### src/rssp_pkg.sv
/*
 * constants, states and bus phases shared by the two-wire master that drives
 * the clock/calendar slave port.
 * assumes a 250 MHz core clock and a 100 kHz standard-mode bus.
 */
package rssp_pkg;

   // bus addressing
   localparam logic [6:0] SLAVE_ADDR   = 7'h68;  // d0h with the direction bit cleared
   localparam logic       DIR_WRITE    = 1'b0;
   localparam logic       DIR_READ     = 1'b1;
   localparam logic [3:0] ACK_BIT_IDX  = 4'h8;

   // bus timing, in ns as printed, and derived cycle counts (rounded up)
   localparam int CLK_PERIOD_NS = 4;
   localparam int T_LOW_NS      = 4700;
   localparam int T_HIGH_NS     = 4000;
   localparam int T_HD_STA_NS   = 4000;
   localparam int T_SU_STA_NS   = 4700;
   localparam int T_SU_STO_NS   = 4700;
   localparam int T_BUF_NS      = 4700;

   localparam logic [10:0] C_LOW      = 11'((T_LOW_NS + CLK_PERIOD_NS - 1) / CLK_PERIOD_NS);
   localparam logic [10:0] C_HIGH     = 11'((T_HIGH_NS + CLK_PERIOD_NS - 1) / CLK_PERIOD_NS);
   localparam logic [10:0] C_HD_STA   = 11'((T_HD_STA_NS + CLK_PERIOD_NS - 1) / CLK_PERIOD_NS);
   localparam logic [10:0] C_SU_STA   = 11'((T_SU_STA_NS + CLK_PERIOD_NS - 1) / CLK_PERIOD_NS);
   localparam logic [10:0] C_SU_STO   = 11'((T_SU_STO_NS + CLK_PERIOD_NS - 1) / CLK_PERIOD_NS);
   localparam logic [10:0] C_BUF      = 11'((T_BUF_NS + CLK_PERIOD_NS - 1) / CLK_PERIOD_NS);
   // sda moves halfway through the low phase, far from both scl edges
   localparam logic [10:0] C_LOW_HALF = C_LOW >> 1;

   typedef enum logic [3:0] {
      ST_IDLE      = 4'h0,
      ST_START     = 4'h1,
      ST_LOW       = 4'h2,
      ST_HIGH      = 4'h3,
      ST_WAIT      = 4'h4,
      ST_RS_LOW    = 4'h5,
      ST_RS_HIGH   = 4'h6,
      ST_STOP_LOW  = 4'h7,
      ST_STOP_HIGH = 4'h8,
      ST_BUF       = 4'h9
   } rssp_state_t;

   typedef enum logic [2:0] {
      PH_ADDR_W = 3'h0,
      PH_WORD   = 3'h1,
      PH_WDATA  = 3'h2,
      PH_ADDR_R = 3'h3,
      PH_RDATA  = 3'h4
   } rssp_phase_t;

endpackage : rssp_pkg

### src/rssp_master.sv
/*
 * two-wire bus master that reaches the clock/calendar slave port: pointer
 * writes, data writes, pointer-set reads and alternate reads.
 * assumes open-drain pads with pull-ups outside; pin inputs are asynchronous.
 */
`timescale 1ns/100ps
module rssp_master
   import rssp_pkg::*;
(
   // clock and reset
   input  wire logic       mclk,
   input  wire logic       rst_b,
   // command
   input  wire logic       cmd_valid,
   output logic            cmd_ready,
   input  wire logic       cmd_read,
   input  wire logic       cmd_set_ptr,
   input  wire logic [7:0] cmd_word,
   input  wire logic [7:0] cmd_len,
   // write data stream
   input  wire logic       wr_valid,
   output logic            wr_ready,
   input  wire logic [7:0] wr_data,
   // read data stream
   output logic            rd_valid,
   input  wire logic       rd_ready,
   output logic [7:0]      rd_data,
   // status
   output logic            busy,
   output logic            done,
   output logic            nack_err,
   // bus pins, open drain
   input  wire logic       scl_in,
   output logic            scl_out,
   output logic            scl_oe,
   input  wire logic       sda_in,
   output logic            sda_out,
   output logic            sda_oe
);

   rssp_state_t state_reg, state_next;
   rssp_phase_t phase_reg, phase_next;
   logic [10:0] tmr_reg, tmr_next;
   logic [3:0]  bit_reg, bit_next;
   logic [7:0]  sh_reg, sh_next;
   logic [7:0]  cnt_reg, cnt_next;
   logic [7:0]  word_reg, word_next;
   logic        rdcmd_reg, rdcmd_next;
   logic        scl_oe_reg, scl_oe_next;
   logic        sda_oe_reg, sda_oe_next;
   logic        wr_ready_reg, wr_ready_next;
   logic        nack_reg, nack_next;
   logic        done_reg, done_next;
   logic        busy_reg, cmd_ready_reg, drv_lvl_reg;
   logic [1:0]  scl_sync_reg, sda_sync_reg;
   logic        out_v_reg, sk_v_reg;
   logic [7:0]  out_d_reg, sk_d_reg;
   logic        rx_push;

   wire scl_s    = scl_sync_reg[1];
   wire sda_s    = sda_sync_reg[1];
   wire bus_idle = scl_s & sda_s;
   wire in_high  = (state_reg == ST_HIGH) || (state_reg == ST_RS_HIGH) ||
                   (state_reg == ST_STOP_HIGH);
   // a slave stretching scl low freezes the high-phase timer
   wire tmr_run  = (tmr_reg != 11'h000) && !(in_high && !scl_s);
   wire tdone    = (tmr_reg == 11'h000) && (!in_high || scl_s);
   wire at_half  = (tmr_reg == C_LOW_HALF);
   wire is_rd    = (phase_reg == PH_RDATA);
   wire last_rd  = (cnt_reg <= 8'h01);
   wire ack_drv  = is_rd && !last_rd;
   wire bit_drv  = bit_reg[3] ? ack_drv : (!is_rd && !sh_reg[7]);
   wire ack_ok   = !sda_s;
   wire buf_full = out_v_reg & sk_v_reg;
   wire pop      = rd_ready & out_v_reg;

   assign cmd_ready = cmd_ready_reg;
   assign wr_ready  = wr_ready_reg;
   assign rd_valid  = out_v_reg;
   assign rd_data   = out_d_reg;
   assign busy      = busy_reg;
   assign done      = done_reg;
   assign nack_err  = nack_reg;
   assign scl_out   = drv_lvl_reg;
   assign sda_out   = drv_lvl_reg;
   assign scl_oe    = scl_oe_reg;
   assign sda_oe    = sda_oe_reg;

   always_comb begin
      state_next    = state_reg;
      phase_next    = phase_reg;
      tmr_next      = tmr_run ? tmr_reg - 11'h001 : tmr_reg;
      bit_next      = bit_reg;
      sh_next       = sh_reg;
      cnt_next      = cnt_reg;
      word_next     = word_reg;
      rdcmd_next    = rdcmd_reg;
      scl_oe_next   = scl_oe_reg;
      sda_oe_next   = sda_oe_reg;
      wr_ready_next = 1'b0;
      nack_next     = nack_reg;
      done_next     = 1'b0;
      rx_push       = 1'b0;
      case (state_reg)
         ST_IDLE: begin
            scl_oe_next = 1'b0;
            sda_oe_next = 1'b0;
            if (cmd_valid && cmd_ready_reg) begin
               nack_next   = 1'b0;
               rdcmd_next  = cmd_read;
               cnt_next    = cmd_len;
               word_next   = cmd_word;
               if (cmd_read && !cmd_set_ptr) begin
                  phase_next = PH_ADDR_R;
                  sh_next    = {SLAVE_ADDR, DIR_READ};
               end else begin
                  phase_next = PH_ADDR_W;
                  sh_next    = {SLAVE_ADDR, DIR_WRITE};
               end
               sda_oe_next = 1'b1;
               tmr_next    = C_HD_STA;
               state_next  = ST_START;
            end
         end
         ST_START: begin
            if (tdone) begin
               scl_oe_next = 1'b1;
               bit_next    = 4'h0;
               tmr_next    = C_LOW;
               state_next  = ST_LOW;
            end
         end
         ST_LOW: begin
            if (at_half) begin
               sda_oe_next = bit_drv;
            end
            if (tdone) begin
               scl_oe_next = 1'b0;
               tmr_next    = C_HIGH;
               state_next  = ST_HIGH;
            end
         end
         ST_HIGH: begin
            if (tdone) begin
               scl_oe_next = 1'b1;
               tmr_next    = C_LOW;
               if (bit_reg != ACK_BIT_IDX) begin
                  sh_next    = {sh_reg[6:0], sda_s};
                  bit_next   = bit_reg + 4'h1;
                  state_next = ST_LOW;
               end else if (!is_rd && !ack_ok) begin
                  nack_next  = 1'b1;
                  state_next = ST_STOP_LOW;
               end else begin
                  bit_next = 4'h0;
                  case (phase_reg)
                     PH_ADDR_W: begin
                        phase_next = PH_WORD;
                        sh_next    = word_reg;
                        state_next = ST_LOW;
                     end
                     PH_WORD: begin
                        if (rdcmd_reg) begin
                           phase_next = PH_ADDR_R;
                           sh_next    = {SLAVE_ADDR, DIR_READ};
                           state_next = ST_RS_LOW;
                        end else if (cnt_reg == 8'h00) begin
                           state_next = ST_STOP_LOW;
                        end else begin
                           phase_next = PH_WDATA;
                           state_next = ST_WAIT;
                        end
                     end
                     PH_WDATA: begin
                        cnt_next   = cnt_reg - 8'h01;
                        state_next = (cnt_reg == 8'h01) ? ST_STOP_LOW : ST_WAIT;
                     end
                     PH_ADDR_R: begin
                        phase_next = PH_RDATA;
                        state_next = ST_WAIT;
                     end
                     default: begin
                        rx_push    = 1'b1;
                        cnt_next   = cnt_reg - 8'h01;
                        state_next = last_rd ? ST_STOP_LOW : ST_WAIT;
                     end
                  endcase
               end
            end
         end
         ST_WAIT: begin
            // scl stays low here, so a stalled stream simply stretches the bus
            tmr_next = C_LOW;
            if (phase_reg == PH_WDATA) begin
               wr_ready_next = !(wr_valid && wr_ready_reg);
               if (wr_valid && wr_ready_reg) begin
                  sh_next    = wr_data;
                  state_next = ST_LOW;
               end
            end else if (!buf_full) begin
               sh_next    = 8'hff;
               state_next = ST_LOW;
            end
         end
         ST_RS_LOW: begin
            if (at_half) begin
               sda_oe_next = 1'b0;
            end
            if (tdone) begin
               scl_oe_next = 1'b0;
               tmr_next    = C_SU_STA;
               state_next  = ST_RS_HIGH;
            end
         end
         ST_RS_HIGH: begin
            if (tdone) begin
               sda_oe_next = 1'b1;
               tmr_next    = C_HD_STA;
               state_next  = ST_START;
            end
         end
         ST_STOP_LOW: begin
            if (at_half) begin
               sda_oe_next = 1'b1;
            end
            if (tdone) begin
               scl_oe_next = 1'b0;
               tmr_next    = C_SU_STO;
               state_next  = ST_STOP_HIGH;
            end
         end
         ST_STOP_HIGH: begin
            if (tdone) begin
               sda_oe_next = 1'b0;
               tmr_next    = C_BUF;
               state_next  = ST_BUF;
            end
         end
         default: begin
            if (tdone) begin
               done_next  = 1'b1;
               state_next = ST_IDLE;
            end
         end
      endcase
   end

   always_ff @(posedge mclk or negedge rst_b) begin
      if (!rst_b) begin
         state_reg    <= ST_IDLE;
         phase_reg    <= PH_ADDR_W;
         tmr_reg      <= 11'h000;
         bit_reg      <= 4'h0;
         sh_reg       <= 8'h00;
         cnt_reg      <= 8'h00;
         word_reg     <= 8'h00;
         rdcmd_reg    <= 1'b0;
         scl_oe_reg   <= 1'b0;
         sda_oe_reg   <= 1'b0;
         wr_ready_reg <= 1'b0;
         nack_reg     <= 1'b0;
         done_reg     <= 1'b0;
      end else begin
         state_reg    <= state_next;
         phase_reg    <= phase_next;
         tmr_reg      <= tmr_next;
         bit_reg      <= bit_next;
         sh_reg       <= sh_next;
         cnt_reg      <= cnt_next;
         word_reg     <= word_next;
         rdcmd_reg    <= rdcmd_next;
         scl_oe_reg   <= scl_oe_next;
         sda_oe_reg   <= sda_oe_next;
         wr_ready_reg <= wr_ready_next;
         nack_reg     <= nack_next;
         done_reg     <= done_next;
      end
   end

   // status flops and pin synchronisers
   always_ff @(posedge mclk or negedge rst_b) begin
      if (!rst_b) begin
         busy_reg      <= 1'b0;
         cmd_ready_reg <= 1'b0;
         drv_lvl_reg   <= 1'b0;
         scl_sync_reg  <= 2'b11;
         sda_sync_reg  <= 2'b11;
      end else begin
         busy_reg      <= (state_next != ST_IDLE);
         cmd_ready_reg <= (state_next == ST_IDLE) && bus_idle && !cmd_valid_taken();
         drv_lvl_reg   <= 1'b0;
         scl_sync_reg  <= {scl_sync_reg[0], scl_in};
         sda_sync_reg  <= {sda_sync_reg[0], sda_in};
      end
   end

   function automatic logic cmd_valid_taken();
      cmd_valid_taken = cmd_valid && cmd_ready_reg;
   endfunction : cmd_valid_taken

   // two-entry read buffer: output stage plus one skid slot
   always_ff @(posedge mclk or negedge rst_b) begin
      if (!rst_b) begin
         out_v_reg <= 1'b0;
         sk_v_reg  <= 1'b0;
         out_d_reg <= 8'h00;
         sk_d_reg  <= 8'h00;
      end else if (!out_v_reg || pop) begin
         out_v_reg <= sk_v_reg | rx_push;
         out_d_reg <= sk_v_reg ? sk_d_reg : sh_reg;
         sk_v_reg  <= sk_v_reg & rx_push;
         sk_d_reg  <= sh_reg;
      end else if (rx_push) begin
         sk_v_reg  <= 1'b1;
         sk_d_reg  <= sh_reg;
      end
   end

endmodule : rssp_master

### config.mk
export PLATFORM = sky130hd
export DESIGN_NAME = rssp_master
export DESIGN_NICKNAME = d
export VERILOG_FILES = /design/src/rssp_pkg.sv /design/src/rssp_master.sv
export SDC_FILE = /design/constraint.sdc
export NUM_CORES = 1
export LEC_CHECK = 0
export BUFFER_PORTS_ARGS = -buffer_cell sky130_fd_sc_hd__buf_2
export CORE_MARGIN = 1
export CORE_UTILIZATION = 40
export CTS_BUF_LIST = sky130_fd_sc_hd__clkbuf_4 sky130_fd_sc_hd__clkbuf_8
export CTS_CLUSTER_DIAMETER = 80
export DETAILED_ROUTE_END_ITERATION = 10
export PLACE_DENSITY = 0.57
export SLEW_MARGIN = 25
export SYNTH_ARGS = -nofsm -noshare
export SYNTH_HDL_FRONTEND = slang
export SYNTH_SLANG_ARGS = --single-unit
export TNS_END_PERCENT = 1
### constraint.sdc
create_clock -name mclk -period 8 [get_ports mclk]
set_clock_uncertainty 0.05 [all_clocks]
set_input_delay 2 -clock mclk [delete_from_list [all_inputs] [get_ports mclk]]
set_output_delay 2 -clock mclk [all_outputs]
set_load 0.02 [all_outputs]
**Word-level counts from Yosys, hierarchy flattened**

Index checks and enable logic that the tools add are counted.
W data, S select, Z words.

- Register bits after elaboration: 76
- Latch bits: 0
- Bits in writable memories: 0
- Bits in read-only memories: 0
- Input bits: 33
- Logic and storage cells: 203
- Memories kept: 0

- Add/subtract/negate cells: 3
- Multiply operators: 0
- Divide/modulo/power cells: 0
- Magnitude comparators: 1
- Equal/unequal tests: 36
- Shifts and indexed selects: 0
- Mux-type cells: 84
- Bitwise operators: 5
- Reduce and logical (&&, ||, !) cells: 53

Operator list:

| cell | count |
|---|---|
| $mux W8 | 16 |
| $mux W4 | 16 |
| $mux W11 | 4 |
| $pmux W11 S4 | 1 |
| $pmux W4 S9 | 1 |
| $pmux W8 S2 | 2 |
| $mux W3 | 8 |
| $pmux W8 S3 | 1 |
| $mux W1 | 23 |
| $ne A2 B2 Y1 const B | 11 |
| $eq A4 B3 Y1 const B | 4 |
| $ne A4 B4 Y1 const B | 3 |
| $pmux W3 S4 | 1 |
| $reduce_and A6 Y1 | 2 |
| $eq A11 B10 Y1 const B | 1 |
| $logic_and A1 B1 Y1 | 11 |
| $logic_not A11 Y1 | 1 |
| $reduce_bool A11 Y1 | 1 |
| $sub A11 B1 Y11 const B | 1 |
| $logic_not A1 Y1 | 10 |
| $mux W2 | 5 |
| $ne A3 B3 Y1 const B | 3 |
| $pmux W3 S3 | 1 |
| $reduce_or A9 Y1 | 1 |
| 37 further kinds | 54 |

**Logic depth before layout (Yosys ltp)**

- Depth after elaboration: 11
- Mapped depth: 10
- Depth with buffers taken out: 8

**Least setup slack after synthesis**

No wires, ideal clock.

- Path kind: input to register
- Start: input wr_valid
- End: register busy_reg, in the netlist busy
- Library setup time: 139 ps
- Arrival time: 3,439 ps
- Slack: 4,373 ps
- Cell stages on the path: 5
- Path buffers: 0
- Path through: and2_1 > mux2i_4 > o22ai_1 > or4_4 > or4_4

- Word-level cells in the longest chain between the ends: 5

RTL lines:

| item | RTL line | RTL |
|---|---|---|
| start: declaration | rssp_master.sv:21 | `input wire logic wr_valid,` |
| $logic_and A1 B1 Y1 | rssp_master.sv:196 | `if (wr_valid && wr_ready_reg) begin` |
| $mux W4 | rssp_master.sv:196 |  |
| $mux W4 | rssp_master.sv:194 | `if (phase_reg == PH_WDATA) begin` |
| $pmux W4 S9 | rssp_master.sv:104 | `case (state_reg)` |
| net state_next[1] | rssp_master.sv:41 | `rssp_state_t state_reg, state_next;` |
| $reduce_bool A4 Y1 | rssp_master.sv:289 | `busy_reg <= (state_next != ST_IDLE);` |
| end signal: assignment | rssp_master.sv:289 |  |
| end: declaration | rssp_master.sv:54 | `logic busy_reg, cmd_ready_reg, drv_lvl_reg;` |

The timed path passes the listed nets, and every way through them passes these cells.
A chain may end at the register's enable or synchronous reset.

**Worst setup path in the final report**

Same ends and word-level chain as after synthesis.

==> reports/results.ini <==
[run_status]
status = finished clean

[timing]
worst_slew_pin_slew_ns = 0.715
grt_setup_unrepaired = false
slew_headroom = 0.523
fin_crit_ns = 3.46
fin_crit_sh = 0.433
setup_violations = 0
fin_ws_ns = 4.54
hold_violations = 0
fin_tns_setup_ns = 0
timing.fmax_ghz = 0.289
slew_viol_final = 0

[power]
max-vdd-ir-drop_uv = 90.8
power_uw = 803
p_leak_nw = 1.94
power_density_nw_per_um2 = 168

[drt]
via_per_inst = 5.58
wl_per_cell_um = 16.0
dr.pass1.iters = 5
drt_wl_total_mm = 9.96
route.detailed.drc = 0
dr.first_iter.drc_count = 210
vias = 3476
postRouteAntennaNets = 0

[worst_setup_path]
required_ns = 8.19
cp_cell_sequence = buf_2 -> and2_1 -> mux2i_4 -> o22ai_1 -> or4_4 -> or4_4
critPathArrivalTime_ns = 3.65
crit_path_max_incr_delay_ns = 0.54
cp_common_cell = or4_4
critPathKind = primary input to flip-flop
slowest_stage = or4_4
crit_start = wr_valid
cp_max_fo = 3
r2r-start = state_reg[3]$_DFF_PN0_
worstSetupEndpointType = flip-flop
cp-start-kind = primary input
reg2reg_depth = 7

[clock_tree]
cts_tree = yes
cts.sinks = 76
root_buffer = clkbuf_8
clkLatencyLatePin_ns = 0.36
cts_resized = 0
numCtsBuffers = 9
cts_buffer_depth = 2
postCtsSetupRepairBufs = 0
clk_pin_slew_worst_paths_ns = 0.09
cts-htree-levels = 3
holdBufCountCts = 0

[placed_design]
pre_cts_ws_ns = 4.16
dp_hpwl_mm = 6.91
io_buffers = 48
placed_cells = 607
place_congestion = 0.833

[floorplan]
floorplan.initialDensity = 0.414
die_w_um = 106
num_rows = 37
die-height_um = 106
ios = 51
core_sq_um = 10400
dieArea_sq_um = 11200

[layout]
n_antenna_cell = 0
fin_nets = 522
syn_to_final_growth_pct = 11.3
fin_cells = 623
largest_register_ffs = 11
drive_gt1_frac = 0.238
fillCellCount = 1034

[synth]
synth_commonest_cells = dfrtp_1, o21ai_0, nor2_1
synth_area_leaders = dfrtp_1, mux2_2, o21ai_0, nor2_1, a21oi_1
synth_simple_gate_area_frac = 0.192
synth_ff_type = dfrtp_1
synthAdderAreaFrac = 0.0227
synth.most_common_cell = dfrtp_1
synth_edf_count = 0
seq_area_frac_synth = 0.444
syn_avg_cell_area_sq_um = 9.55
synth_area_sq_um = 4300
netlist-cell-type-count = 70
synth_warnings = 0
async_flop_share = 1.00
netlist.area_leader.share = 0.419
synth_compound_area_frac = 0.179
synthXorXnorAreaFrac = 0.0163
synth_top_family_by_area = simple AND/OR/NAND/NOR gates
muxShareOfSynthArea = 0.104
yosysTopAreaCell = dfrtp_1
ys_seq_elements = 76
synthCells = 450

[global_routing]
grt_max_degree = 77
grt_pass1_wl_mm = 16.8
grt-ovfl-total = 0
grt_pass1_vias = 3311
track_usage = 0.191
grt_antenna_before_repair = 0

[run]
cap_violations = 0

[hold_path]
hold_path_class = flip-flop to flip-flop
hp-start = scl_sync_reg[0]$_DFF_PN1_
whs_path_depth = 0

-- logic make-up after synthesis --
family          Yosys count
fa+ha+maj                 8
simple gates            150
xor+xnor                  8
buf+inv                  41
flops                    76
other cells               1
mux                      40
compound gates          126
-- layout make-up --
cell class | instances | area, sq um | area share
clock buffer | 9 | 124 | 0.0259
clock inverter | 7 | 65.1 | 0.0136
inverter | 12 | 45.0 | 0.00942
multi-input combinational | 334 | 2220 | 0.464
sequential | 76 | 1910 | 0.399
tap | 136 | 170 | 0.0356
timing repair buffer | 49 | 254 | 0.0531
-- worst max-delay path, delay by kind of cell --
family	cells	cell delay, ns
AO/OA/AOI/OAI	1	0.12
buffers and inverters	1	0.09
multiplexers	1	0.19
AND/OR/NAND/NOR	3	1.24
-- report_power, final --
group	total [mW]	leakage [nW]	switching, mW	internal [mW]
clock network	0.292	0.0947	0.171	0.121
logic	0.0765	0.974	0.0405	0.0360
registers	0.435	0.871	0.0292	0.406
-- placed cells by master, fill, tap and decap left out, types with 3 or more instances in the layout --
cell type and n:
a21o_1 3, nor2_1 37, nor4_1 7, and3_1 3, or3_1 6, clkbuf_8 9, inv_6 3, a22oi_1 7
or2_2 4, dfstp_2 4, a31oi_1 4, mux2i_1 11, xnor2_1 6, a211oi_1 3, o22ai_1 7, inv_1 12
o31ai_1 3, dfrtp_1 72, a21oi_1 26, ha_1 7, nand2_1 31, buf_2 47, nand2b_1 5, nor2b_1 3
nand3_1 10, nor3_1 14, mux2_2 28, a211o_1 3, o21ai_0 53
-- routing by layer --
layer | vias up | part of all wire | track usage
met4 | 0 | 0.012 | 0.0655
met3 | 9 | 0.038 | 0.0291
li1 | 1704 | - | -
met5 | - | 0 | 0
met1 | 1684 | 0.49 | 0.271
met2 | 79 | 0.46 | 0.296
-- final timing paths --
check	slack (ns)	end
max in group asynchronous	5.79	bit_reg[2]$_DFFE_PN0P_
setup reg to reg	4.93	busy$_DFF_PN0_
hold / removal	0.30	scl_sync_reg[1]$_DFF_PN1_
min in group asynchronous	1.58	tmr_reg[9]$_DFF_PN0_
setup / recovery	4.54	busy$_DFF_PN0_
hold reg to reg	0.30	scl_sync_reg[1]$_DFF_PN1_
-- metrics by stage --
| stage | cell area, sq um | hold WS (ns) | utilization |
|---|---|---|---|
| 2_1_floorplan | 4300 | 0.295 | - |
| 3_3_place_gp | 4590 | 0.296 | 0.442 |
| 3_5_place_dp | 4590 | 0.297 | 0.442 |
| 4_1_cts | 4780 | 0.301 | 0.461 |
| 5_1_grt | 4780 | 0.304 | 0.461 |
| 6_report | 4780 | 0.298 | 0.461 |
(Power assumes the default switching activity.)
